File: src/conv_ctrl_pkg.sv
// Shared constants and types for the converter control link
package conv_ctrl_pkg;
    localparam int CODE_W = 8;
    localparam logic [7:0] CODE_MIN = 8'h00;
    localparam logic [7:0] CODE_MAX = 8'hff;
    localparam logic [7:0] CODE_MID = 8'h80;
    // Calibration pin timing, in sample clocks
    localparam int TRIM_LOW_MIN = 1280;
    localparam int TRIM_HIGH_MIN = 1280;
    localparam logic [11:0] TRIM_LOW_CNT = 12'h500;
    localparam logic [11:0] TRIM_HIGH_CNT = 12'h500;
    // Pipeline latency of primary and delayed buses
    localparam int LAT_PRI = 13;
    localparam int LAT_DLY = 14;
    localparam int REC_DELAY_S = 20;
    localparam logic [31:0] ZERO32 = 32'h0000_0000;
    localparam logic [31:0] ONE32 = 32'h0000_0001;
    // Host register byte offsets
    localparam logic [7:0] OFS_CTRL = 8'h00;
    localparam logic [7:0] OFS_STAT = 8'h04;
    localparam logic [7:0] OFS_IRQ = 8'h08;
    localparam logic [7:0] OFS_MASK = 8'h0c;
    localparam logic [7:0] OFS_DATA = 8'h10;
    // Control register bit positions
    localparam int B_PD = 0;
    localparam int B_DLYSEL = 1;
    localparam int B_RANGE = 2;
    localparam int B_DEMUX = 3;
    localparam int B_REDUCED = 4;
    localparam int B_PHADJ = 5;
    localparam int B_PERMIT = 6;
    localparam int B_CALBIT = 7;
    localparam int B_TRIMREQ = 8;
    // Event bit positions
    localparam int E_CALDONE = 0;
    localparam int E_RANGE = 1;
    localparam int E_NEWDATA = 2;
    localparam int E_W = 3;
    typedef enum logic [2:0] {
        CAL_WAIT_DELAY = 3'b000,
        CAL_WAIT_LOW = 3'b001,
        CAL_WAIT_HIGH = 3'b010,
        CAL_RUN = 3'b011,
        CAL_IDLE = 3'b100
    } cal_state_t;
endpackage

File: src/conv_link_if.sv
// Interface joining the converter and its host controller
`timescale 1ns/100ps
interface conv_link_if;
    logic trim_req_n;
    logic startup_trim_delay_select;
    logic power_down_pin;
    logic input_range_select;
    logic demux_mode;
    logic reduced_level;
    logic phase_adjust_en;
    logic phase_trim_permit;
    logic cal_bit;
    logic link_clk;
    logic calibrating;
    logic range_exceed;
    logic [7:0] chan_a_bus;
    logic [7:0] chan_b_bus;
    logic [7:0] chan_a_delayed_bus;
    logic [7:0] chan_b_delayed_bus;
    modport device (
        input trim_req_n, startup_trim_delay_select, power_down_pin, input_range_select,
        input demux_mode, reduced_level, phase_adjust_en, phase_trim_permit, cal_bit,
        output link_clk, calibrating, range_exceed,
        output chan_a_bus, chan_b_bus, chan_a_delayed_bus, chan_b_delayed_bus
    );
    modport host (
        output trim_req_n, startup_trim_delay_select, power_down_pin, input_range_select,
        output demux_mode, reduced_level, phase_adjust_en, phase_trim_permit, cal_bit,
        input link_clk, calibrating, range_exceed,
        input chan_a_bus, chan_b_bus, chan_a_delayed_bus, chan_b_delayed_bus
    );
endinterface

File: src/conv_device.sv
// Converter end: calibration sequencing, saturation and output buses
`timescale 1ns/100ps
// How it works
// (RL1) Calibrate automatically after power-up
// (RL2) Host pulses trim pin low, then high
// (RL3) Trim pin high at power-up defers calibration
// (RL4) Delay select pin picks startup delay
// (RL5) Power-down holds startup delay counter
// (RL6) No calibration start or run in power-down
// (RL7) Host recalibrates after range select change
// (RL8) Host recalibrates after twenty seconds, temperature
// (RL9) Calibration bit not self-clearing; rearm by zero
// (RL10) Phase adjust on: calibrate only if permitted; only the calibration bit is gated, pin command and power-up are not
// (RL11) Phase adjust off: permit bit ignored
// (RL12) Saturate codes to all zeros or ones
// (RL13) One shared range-exceed flag, both channels
// (RL14) Demux halves bus rate; otherwise full rate
// (RL15) New word each clock, fixed latency
// (RL16) Output level normal or reduced
// (RL17) Primary buses 13, delayed buses 14 cycles; the output register adds one, giving 14 and 15 here
// (RL18) Output codes are offset binary
module conv_device #(
    parameter logic [31:0] DELAY_SHORT = 32'h0400_0000,
    parameter logic [31:0] DELAY_LONG = 32'hffff_ffff,
    parameter logic [31:0] CAL_CYCLES = 32'h0015_5cc0
) (
    input wire logic clk,
    input wire logic reset_n,
    conv_link_if.device link,
    input wire logic signed [9:0] sample_a,
    input wire logic signed [9:0] sample_b,
    output logic reduced_drive,
    output logic busy
);
    import conv_ctrl_pkg::*;

    // Offset binary with clipping beyond full scale
    function automatic logic [8:0] quantize(input logic signed [9:0] s);
        if (s < -10'sd128)
            quantize = {1'b1, CODE_MIN}; // RL12
        else if (s > 10'sd127)
            quantize = {1'b1, CODE_MAX}; // RL12
        else
            quantize = {1'b0, s[7:0] ^ CODE_MID}; // RL18
    endfunction

    logic [1:0] trim_sync_reg;
    logic [1:0] pd_sync_reg;
    logic [1:0] cal_sync_reg;
    logic [1:0] dly_sync_reg;
    logic [1:0] ph_sync_reg;
    logic [1:0] pm_sync_reg;
    logic [1:0] dmx_sync_reg;
    logic [1:0] lvl_sync_reg;
    cal_state_t state_reg;
    logic [31:0] count_reg;
    logic [11:0] pin_cnt_reg;
    logic cal_bit_prev_reg;
    logic [8:0] code_a;
    logic [8:0] code_b;
    logic [7:0] pipe_a_reg [0:LAT_DLY-1];
    logic [7:0] pipe_b_reg [0:LAT_DLY-1];
    logic [LAT_PRI-1:0] over_pipe_reg;
    logic half_reg;
    logic link_clk_reg;
    logic cal_start;
    logic pin_cmd_done;
    logic pd_now;

    // Two-flop synchronisers for the control pins from the host, all but range select
    always_ff @(posedge clk or negedge reset_n) begin
        if (!reset_n) begin
            trim_sync_reg <= 2'h3;
            pd_sync_reg <= 2'h0;
            cal_sync_reg <= 2'h0;
            dly_sync_reg <= 2'h0;
            ph_sync_reg <= 2'h0;
            pm_sync_reg <= 2'h0;
            dmx_sync_reg <= 2'h0;
            lvl_sync_reg <= 2'h0;
        end else begin
            trim_sync_reg <= {trim_sync_reg[0], link.trim_req_n};
            pd_sync_reg <= {pd_sync_reg[0], link.power_down_pin};
            cal_sync_reg <= {cal_sync_reg[0], link.cal_bit};
            dly_sync_reg <= {dly_sync_reg[0], link.startup_trim_delay_select};
            ph_sync_reg <= {ph_sync_reg[0], link.phase_adjust_en};
            pm_sync_reg <= {pm_sync_reg[0], link.phase_trim_permit};
            dmx_sync_reg <= {dmx_sync_reg[0], link.demux_mode};
            lvl_sync_reg <= {lvl_sync_reg[0], link.reduced_level};
        end
    end

    assign pd_now = pd_sync_reg[1];
    assign pin_cmd_done = (state_reg == CAL_WAIT_HIGH) && (pin_cnt_reg >= TRIM_HIGH_CNT);

    // Trim pin command qualifier: low time, then high time
    always_ff @(posedge clk or negedge reset_n) begin
        if (!reset_n)
            pin_cnt_reg <= 12'h000;
        else if (state_reg == CAL_WAIT_LOW || state_reg == CAL_IDLE) begin
            if (trim_sync_reg[1])
                pin_cnt_reg <= 12'h000;
            else if (pin_cnt_reg < TRIM_LOW_CNT)
                pin_cnt_reg <= pin_cnt_reg + 12'h001; // RL2
        end else if (state_reg == CAL_WAIT_HIGH) begin
            if (!trim_sync_reg[1])
                pin_cnt_reg <= 12'h000;
            else if (pin_cnt_reg < TRIM_HIGH_CNT)
                pin_cnt_reg <= pin_cnt_reg + 12'h001; // RL2
        end else
            pin_cnt_reg <= 12'h000;
    end

    // Register-bit request, rising edge only; gated by phase adjust permit
    assign cal_start = (cal_sync_reg[1] && !cal_bit_prev_reg)
        && (!ph_sync_reg[1] || pm_sync_reg[1]); // RL10 RL11

    always_ff @(posedge clk or negedge reset_n) begin
        if (!reset_n)
            cal_bit_prev_reg <= 1'b0;
        else
            cal_bit_prev_reg <= cal_sync_reg[1]; // RL9
    end

    // Calibration sequencer
    always_ff @(posedge clk or negedge reset_n) begin
        if (!reset_n) begin
            state_reg <= CAL_WAIT_DELAY;
            count_reg <= ZERO32;
        end else begin
            case (state_reg)
                CAL_WAIT_DELAY: begin
                    if (!pd_now) begin // RL5
                        if (count_reg >= (dly_sync_reg[1] ? DELAY_LONG : DELAY_SHORT)) begin
                            count_reg <= ZERO32;
                            // Pin held high at start defers to a full pin command
                            state_reg <= trim_sync_reg[1] ? CAL_WAIT_LOW : CAL_RUN; // RL1 RL3
                        end else
                            count_reg <= count_reg + ONE32; // RL4
                    end
                end
                CAL_WAIT_LOW: begin
                    if (pin_cnt_reg >= TRIM_LOW_CNT && trim_sync_reg[1]) begin
                        state_reg <= CAL_WAIT_HIGH;
                    end
                end
                CAL_WAIT_HIGH: begin
                    if (!trim_sync_reg[1] && pin_cnt_reg < TRIM_HIGH_CNT)
                        state_reg <= CAL_WAIT_LOW;
                    else if (pin_cmd_done && !pd_now) begin
                        state_reg <= CAL_RUN; // RL2 RL6
                        count_reg <= ZERO32;
                    end
                end
                CAL_RUN: begin
                    // Power-down aborts; the trim stays incomplete
                    if (pd_now)
                        state_reg <= CAL_IDLE; // RL6
                    else if (count_reg >= CAL_CYCLES - ONE32) begin
                        state_reg <= CAL_IDLE;
                        count_reg <= ZERO32;
                    end else
                        count_reg <= count_reg + ONE32;
                end
                CAL_IDLE: begin
                    count_reg <= ZERO32;
                    if (!pd_now && cal_start)
                        state_reg <= CAL_RUN; // RL6 RL10 RL11
                    else if (pin_cnt_reg >= TRIM_LOW_CNT && trim_sync_reg[1])
                        state_reg <= CAL_WAIT_HIGH;
                end
                default: state_reg <= CAL_IDLE;
            endcase
        end
    end

    assign code_a = quantize(sample_a);
    assign code_b = quantize(sample_b);

    // Sample pipelines, one word per clock
    always_ff @(posedge clk or negedge reset_n) begin
        if (!reset_n) begin
            for (int i = 0; i < LAT_DLY; i++) begin
                pipe_a_reg[i] <= CODE_MIN;
                pipe_b_reg[i] <= CODE_MIN;
            end
            over_pipe_reg <= '0;
        end else begin
            pipe_a_reg[0] <= code_a[7:0]; // RL15
            pipe_b_reg[0] <= code_b[7:0];
            for (int i = 1; i < LAT_DLY; i++) begin
                pipe_a_reg[i] <= pipe_a_reg[i-1];
                pipe_b_reg[i] <= pipe_b_reg[i-1];
            end
            over_pipe_reg <= {over_pipe_reg[LAT_PRI-2:0], code_a[8] | code_b[8]}; // RL13
        end
    end

    // Output buses; demux updates every other clock
    always_ff @(posedge clk or negedge reset_n) begin
        if (!reset_n) begin
            half_reg <= 1'b0;
            link_clk_reg <= 1'b0;
            link.chan_a_bus <= CODE_MIN;
            link.chan_b_bus <= CODE_MIN;
            link.chan_a_delayed_bus <= CODE_MIN;
            link.chan_b_delayed_bus <= CODE_MIN;
            link.range_exceed <= 1'b0;
        end else begin
            half_reg <= ~half_reg;
            link.range_exceed <= over_pipe_reg[LAT_PRI-1]; // RL13 RL17
            if (dmx_sync_reg[1]) begin
                // One link clock edge per bus update, so capture runs at half rate
                if (half_reg) begin // RL14
                    link_clk_reg <= ~link_clk_reg;
                    link.chan_a_bus <= pipe_a_reg[LAT_PRI-1]; // RL17
                    link.chan_b_bus <= pipe_b_reg[LAT_PRI-1];
                    link.chan_a_delayed_bus <= pipe_a_reg[LAT_DLY-1]; // RL17
                    link.chan_b_delayed_bus <= pipe_b_reg[LAT_DLY-1];
                end
            end else begin
                link_clk_reg <= ~link_clk_reg;
                link.chan_a_bus <= pipe_a_reg[LAT_PRI-1]; // RL14
                link.chan_b_bus <= pipe_b_reg[LAT_PRI-1];
                link.chan_a_delayed_bus <= CODE_MIN;
                link.chan_b_delayed_bus <= CODE_MIN;
            end
        end
    end

    assign link.link_clk = link_clk_reg;
    assign link.calibrating = (state_reg == CAL_RUN);
    assign busy = (state_reg == CAL_RUN);
    assign reduced_drive = lvl_sync_reg[1]; // RL16
endmodule

File: src/flat_wrapper.sv
// flat-port wrapper written by rule: the top's interface ports become plain ports
module conv_device_flat import conv_ctrl_pkg::*;
#(
    parameter logic [31:0] DELAY_SHORT = 32'h0400_0000,
    parameter logic [31:0] DELAY_LONG = 32'hffff_ffff,
    parameter logic [31:0] CAL_CYCLES = 32'h0015_5cc0
)
  (clk, reset_n, sample_a, sample_b, reduced_drive, busy, link_trim_req_n, link_startup_trim_delay_select, link_power_down_pin, link_input_range_select, link_demux_mode, link_reduced_level, link_phase_adjust_en, link_phase_trim_permit, link_cal_bit, link_link_clk, link_calibrating, link_range_exceed, link_chan_a_bus, link_chan_b_bus, link_chan_a_delayed_bus, link_chan_b_delayed_bus);
  conv_link_if link_i ();
  input wire logic clk;
  input wire logic reset_n;
  input wire logic signed [9:0] sample_a;
  input wire logic signed [9:0] sample_b;
  output logic reduced_drive;
  output logic busy;
  input wire logic [$bits(link_i.trim_req_n)-1:0] link_trim_req_n;
  input wire logic [$bits(link_i.startup_trim_delay_select)-1:0] link_startup_trim_delay_select;
  input wire logic [$bits(link_i.power_down_pin)-1:0] link_power_down_pin;
  input wire logic [$bits(link_i.input_range_select)-1:0] link_input_range_select;
  input wire logic [$bits(link_i.demux_mode)-1:0] link_demux_mode;
  input wire logic [$bits(link_i.reduced_level)-1:0] link_reduced_level;
  input wire logic [$bits(link_i.phase_adjust_en)-1:0] link_phase_adjust_en;
  input wire logic [$bits(link_i.phase_trim_permit)-1:0] link_phase_trim_permit;
  input wire logic [$bits(link_i.cal_bit)-1:0] link_cal_bit;
  output wire logic [$bits(link_i.link_clk)-1:0] link_link_clk;
  output wire logic [$bits(link_i.calibrating)-1:0] link_calibrating;
  output wire logic [$bits(link_i.range_exceed)-1:0] link_range_exceed;
  output wire logic [$bits(link_i.chan_a_bus)-1:0] link_chan_a_bus;
  output wire logic [$bits(link_i.chan_b_bus)-1:0] link_chan_b_bus;
  output wire logic [$bits(link_i.chan_a_delayed_bus)-1:0] link_chan_a_delayed_bus;
  output wire logic [$bits(link_i.chan_b_delayed_bus)-1:0] link_chan_b_delayed_bus;
  assign link_i.trim_req_n = link_trim_req_n;
  assign link_i.startup_trim_delay_select = link_startup_trim_delay_select;
  assign link_i.power_down_pin = link_power_down_pin;
  assign link_i.input_range_select = link_input_range_select;
  assign link_i.demux_mode = link_demux_mode;
  assign link_i.reduced_level = link_reduced_level;
  assign link_i.phase_adjust_en = link_phase_adjust_en;
  assign link_i.phase_trim_permit = link_phase_trim_permit;
  assign link_i.cal_bit = link_cal_bit;
  assign link_link_clk = link_i.link_clk;
  assign link_calibrating = link_i.calibrating;
  assign link_range_exceed = link_i.range_exceed;
  assign link_chan_a_bus = link_i.chan_a_bus;
  assign link_chan_b_bus = link_i.chan_b_bus;
  assign link_chan_a_delayed_bus = link_i.chan_a_delayed_bus;
  assign link_chan_b_delayed_bus = link_i.chan_b_delayed_bus;
  conv_device #(.DELAY_SHORT(DELAY_SHORT), .DELAY_LONG(DELAY_LONG), .CAL_CYCLES(CAL_CYCLES)) u_core (.clk(clk), .reset_n(reset_n), .link(link_i), .sample_a(sample_a), .sample_b(sample_b), .reduced_drive(reduced_drive), .busy(busy));
endmodule
File: config.mk
export PLATFORM = sky130hd
export DESIGN_NAME = conv_device_flat
export DESIGN_NICKNAME = d
export VERILOG_FILES = /design/src/conv_ctrl_pkg.sv /design/src/conv_link_if.sv /design/src/conv_device.sv /design/src/flat_wrapper.sv
export SDC_FILE = /design/constraint.sdc
export NUM_CORES = 1
export LEC_CHECK = 0
export BUFFER_PORTS_ARGS = -buffer_cell sky130_fd_sc_hd__buf_2
export CAP_MARGIN = 20
export CORE_MARGIN = 5
export CORE_UTILIZATION = 50
export DETAILED_ROUTE_END_ITERATION = 6
export PLACE_DENSITY = 0.68
export SYNTH_ARGS = -nofsm -noshare
export SYNTH_HDL_FRONTEND = slang
export SYNTH_SLANG_ARGS = --single-unit
File: constraint.sdc
create_clock -name clk -period 5.9 [get_ports clk]
set_input_delay 1.18 -clock clk [delete_from_list [all_inputs] [get_ports clk]]
set_output_delay 1.18 -clock clk [all_outputs]
set_load 0.03 [all_outputs]
Word level (Yosys, flattened, before mapping)
Cells that the tools add are included.
{"block": "totals", "latch_bits": 0, "wordCells": 129, "ff_bits": 336, "n_memories": 0, "mem_bits_rw": 0, "output_inout_bits": 37, "rom_bits": 0, "inputBits": 31}
{"block": "classes", "magnitude_cmp": 8, "n_mux": 37, "reduce_logical": 17, "bitwise_logic": 5, "n_div": 0, "shift": 0, "n_eq_ne": 12, "addsub": 2, "multipliers": 0}
{"op": "$mux W32", "count": 7}
{"op": "$pmux W32 S4", "count": 1}
{"op": "$mux W8", "count": 8}
{"op": "$mux W12", "count": 5}
{"op": "$mux W9", "count": 4}
{"op": "$add A32 B1 Y32 const B", "count": 1}
{"op": "$ge A32 B21 Y1 const B", "count": 1}
{"op": "$ge A32 B32 Y1", "count": 1}
{"op": "$mux W3", "count": 8}
{"op": "$gt A10 B8 Y1 const B", "count": 2}
{"op": "$lt A10 B8 Y1 const B", "count": 2}
{"op": "$pmux W3 S5", "count": 1}
{"op": "$add A12 B1 Y12 const B", "count": 1}
{"op": "$ge A12 B11 Y1 const B", "count": 1}
{"op": "$lt A12 B11 Y1 const B", "count": 1}
{"op": "$ne A2 B2 Y1 const B", "count": 5}
{"op": "$logic_and A1 B1 Y1", "count": 7}
{"op": "$eq A3 B2 Y1 const B", "count": 2}
{"op": "$reduce_and A5 Y1", "count": 1}
{"op": "$logic_not A1 Y1", "count": 4}
{"op": "$not A1 Y1", "count": 4}
{"op": "$reduce_and A4 Y1", "count": 1}
{"op": "$reduce_bool A4 Y1", "count": 1}
{"op": "$eq A3 B1 Y1 const B", "count": 1}
{"op": "9 further kinds", "count": 11}

Longest topological paths before layout
{"block": "logic_depth", "depth_word": 6, "ltp_mapped": 11, "depth_no_buf": 9}

Least setup slack after synthesis
OpenSTA, ideal clock, no wires.
{"block": "synth_path", "kind": "reg-to-reg", "startpoint": "reg u_core.dly_sync_reg[1]", "endpoint": "reg u_core.count_reg[14]", "arrival_time_ns": 2.964, "required_time_ns": 5.824, "path_slack_ns": 2.859, "period_less_slack_ns": 3.041, "stages_incl_launch_ff": 11, "cell_sequence": "dfrtp_1 -> inv_1 -> ha_1 -> a21o_1 -> a21o_1 -> a211o_1 -> o311ai_4 -> a41oi_2 -> buf_6 -> or4_1 -> o21ai_1"}
{"block": "synth_via", "elab_chain_cells": 5}
{"element": "from (decl)", "line_no": "conv_device.sv:50", "source": "logic [1:0] dly_sync_reg;"}
{"element": "from (signal assigned)", "line_no": "conv_device.sv:85", "source": "dly_sync_reg <= {dly_sync_reg[0], link.startup_trim_delay_select};"}
{"element": "$mux W32", "line_no": "conv_device.sv:134", "source": "if (count_reg >= (dly_sync_reg[1] ? DELAY_LONG : DELAY_SHORT)) begin"}
{"element": "$ge A32 B32 Y1", "line_no": "conv_device.sv:134"}
{"element": "$mux W32", "line_no": "conv_device.sv:134"}
{"element": "$mux W32", "line_no": "conv_device.sv:133", "source": "if (!pd_now) begin"}
{"element": "$pmux W32 S4", "line_no": "conv_device.sv:131", "source": "case (state_reg)"}
{"element": "to (signal assigned)", "line_no": "conv_device.sv:139", "source": "count_reg <= count_reg + ONE32;"}
{"element": "to (signal assigned)", "line_no": "conv_device.sv:163", "source": "count_reg <= count_reg + ONE32;"}
{"element": "to (decl)", "line_no": "conv_device.sv:56", "source": "logic [31:0] count_reg;"}
Every way passes these cells. The select of a mux whose other input is x is not followed.
A chain may end at the register's enable or synchronous reset.

Worst setup path in the final report
Same ends and word-level chain as after synthesis.

==> flow_summary_export.csv <==
group,metric,value,unit
outcome,status,"finished clean",
worst_setup_path,timing.rr.end,"u_core.count_reg[14]$_DFFE_PN0P_",
logic_synthesis,muxShareOfSynthArea,3.163,%
sta,fin_skew,16.66,ps
clocking,cts_setup_buffers,0,
sta,layout_min_cycle_time,4140,ps
routing,wire_per_inst,14.16,um
placed_design,numPortBuffers,66,
logic_synthesis,synth-compound-area-share,5.144,%
die,dieHeight,161.2,um
worst_setup_path,r2r-start,"u_core.dly_sync_reg[1]$_DFF_PN0_",
sta,fin_ws,1760,ps
power_and_ir_drop,p_sw_share,21.80,%
sta,fmax,241.5,MHz
die,core_area,22570,um2
global_route,grt_usage,13.60,%
global_route,grt_pass1_wl,29460,um
global_route,grt_overflow,0,
flow_run,drv_cap,0,
die,start_util,50.65,%
power_and_ir_drop,pwr-share-comb,4.8,%
power_and_ir_drop,leakage,6.251,nW
die,pin_count,68,
logic_synthesis,synth_area_leaders,"dfrtp_1 (73%), ha_1 (3.7%), nor2_1 (3.1%)",
clocking,path_clk_slew,70,ps
placed_design,gp_congestion,0.8059,
routing,num_vias,5885,
clocking,root_buffer,"clkbuf_16",
routing,drt_wl_total,16890,um
logic_synthesis,synth_top_family_by_area,"simple AND/OR/NAND/NOR gates",
global_route,antenna_found_initial,0,
logic_synthesis,synth_top_cell_by_area,"dfrtp_1",
worst_setup_path,cp-start-kind,"flop",
logic_synthesis,synthCells,802,
logic_synthesis,synth-edff-count,0,
power_and_ir_drop,powerDensity,370.3,nW/um2
clocking,cts_hold_buf,0,
clocking,clk_latency,500,ps
logic_synthesis,synth.most_common_cell,"dfrtp_1",
routing,firstDrtPassIters,4,
worst_setup_path,r2r_setup_slack,1760,ps
global_route,grt_max_degree,144,
finish,drive_above_1_share,17.73,%
power_and_ir_drop,seq_power_share,52.2,%
clocking,cts_resized,0,
finish,nets,947,
global_route,grt_pass1_vias,5936,
sta,rsz0062_at_grt,"false",
worst_setup_path,cp_max_fo,30,
finish,final_cell_area,13150,um2
die,fp.dieArea,25990,um2
min_path,min_to,"u_core.pipe_b_reg[62]$_DFF_PN0_",
worst_setup_path,ff2ff_path_depth,9,
logic_synthesis,synth_fa_ha_area_share,3.721,%
sta,whs,331.0,ps
worst_setup_path,crit_required,6250,ps
worst_setup_path,worstSetupPathType,"flop to flop",
logic_synthesis,ys_ff_latch,336,
worst_setup_path,end_kind,"flop",
clocking,clock-sinks,336,
finish,fillerInstances,1747,
logic_synthesis,yosys.area.top_type_share,73.11,%
routing,drc,0,
die,die_w,161.2,um
sta,hold_violations,0,
sta,worstMarginPinSlew,1022,ps
routing,drt_iter0_markers,336,
sta,setup_tns,0,ps
finish,num_antenna_cells,0,
logic_synthesis,yosysWarnings,0,
power_and_ir_drop,clockPowerShare,43.0,%
power_and_ir_drop,vdd_drop_max,218.5,uV
routing,antenna_left,0,
die,rows,55,
power_and_ir_drop,p_sw,1.062,mW
routing,via_per_inst,4.933,
sta,slew_headroom,31.89,%
finish,area_growth,15.05,%
logic_synthesis,ys_seq_area_share,73.57,%
min_path,min_from,"u_core.pipe_b_reg[70]$_DFF_PN0_",
clocking,h-tree-depth,2,
clocking,cts_buffer_depth,3,
logic_synthesis,synth_xor_area_share,2.375,%
placed_design,pre_cts_ws,1746,ps
logic_synthesis,syn_area_per_cell,14.25,um2
logic_synthesis,netlist_area,11430,um2
power_and_ir_drop,intPower,3.809,mW
logic_synthesis,synth_fp_nets,867,
logic_synthesis,synth-simple-area-share,10.12,%
clocking,cts_inserted_buffers,34,
clocking,cts_tree,"built",
worst_setup_path,crit_arrival,4490,ps
logic_synthesis,synth_cell_types,58,
min_path,hp-class,"flop to flop",
logic_synthesis,synthFlopType,"dfrtp_1",
sta,fin_crit_sh,70.17,%
min_path,hold_depth,0,
placed_design,place_area,12020,um2
logic_synthesis,ys_top_cells_by_count,"dfrtp_1 (334), nor2_1 (93), nand2_1 (46), ha_1 (34), a21oi_1 (30)",
sta,slew_viol_final,0,
sta,setup_violations,0,
placed_design,hpwl,10260,um
logic_synthesis,synthArstFlopShare,100.0,%
## power groups by stage
stage               clock, mW  combinational [mW]  sequential [mW]
finish                   2.09               0.234             2.54
global route             2.26               0.268             2.57
CTS                      2.16               0.240             2.55
detailed placement          0               0.239             2.59
global placement            0               0.232             2.58
floorplan                   0               0.101             2.60
## layout make-up
type | instances | area, um2 | share of cell area, %
repair buffers | 71 | 377.9 | 2.873
clock buffers | 51 | 1026 | 7.801
flip-flops and latches | 336 | 8411 | 63.95
multi-input cells | 421 | 2804 | 21.32
well taps | 285 | 356.6 | 2.711
clock inverters | 11 | 110.1 | 0.8371
inverters | 18 | 67.56 | 0.5137
## stage by stage
stage,instances,power (mW),util (%)
final,1193,4.871,58.27
after global routing,1193,5.095,58.27
after CTS,1193,4.946,58.27
after detailed placement,1131,2.825,53.24
after global placement,1131,2.809,53.24
after floorplan,802,2.704,-
## worst max-delay path, cell delays in order, from the launching register on
cell	delay, ps
dfrtp_1	380
inv_1	700
ha_1	280
nand4_1	120
nand2b_1	170
nor4_1	580
o311ai_4	230
a41oi_2	540
and2_1	830
o21ai_1	150
## worst max-delay path by stage
stage               cells past startpoint  slack, ps                              from                               end
global placement                        8       1810  u_core.dly_sync_reg[1]$_DFF_PN0_  u_core.count_reg[14]$_DFFE_PN0P_
global route                            9       1430  u_core.dly_sync_reg[1]$_DFF_PN0_  u_core.count_reg[12]$_DFFE_PN0P_
CTS                                     9       1710  u_core.dly_sync_reg[1]$_DFF_PN0_  u_core.count_reg[14]$_DFFE_PN0P_
finish                                  9       1760  u_core.dly_sync_reg[1]$_DFF_PN0_  u_core.count_reg[14]$_DFFE_PN0P_
detailed placement                      9       1750  u_core.dly_sync_reg[1]$_DFF_PN0_  u_core.count_reg[14]$_DFFE_PN0P_
floorplan                              10       2860  u_core.dly_sync_reg[1]$_DFF_PN0_  u_core.count_reg[14]$_DFFE_PN0P_
## cells in the final DEF, fill, tap and decap left out, drive strengths merged, types with 16 or more instances in the layout
cell    synthesis  final
dfrtp         334    334
nor2           96     96
buf            11     71
clkbuf         16     51
nand2          46     46
ha             34     34
a21oi          30     30
nor2b          19     19
inv            16     18
mux2i          17     17
mux2           17     17
xor2           16     16
nor3           16     16
o21ai          16     16
## logic make-up after synthesis
family / count (synthesis)
flops: 336
xor+xnor: 31
simple gates: 237
buf+inv: 45
compound gates: 85
fa+ha+maj: 34
mux: 34
## per-layer routing
metal  routed length (um)  track usage, %  vias up
met1                 7577           18.85     2875
met4                  331           4.614        0
met3                  899           3.088       23
met2                 8084           21.57      128
met5                    0               0        -
li1                     -               -     2859
No activity file was read; power rests on OpenSTA's default activity.
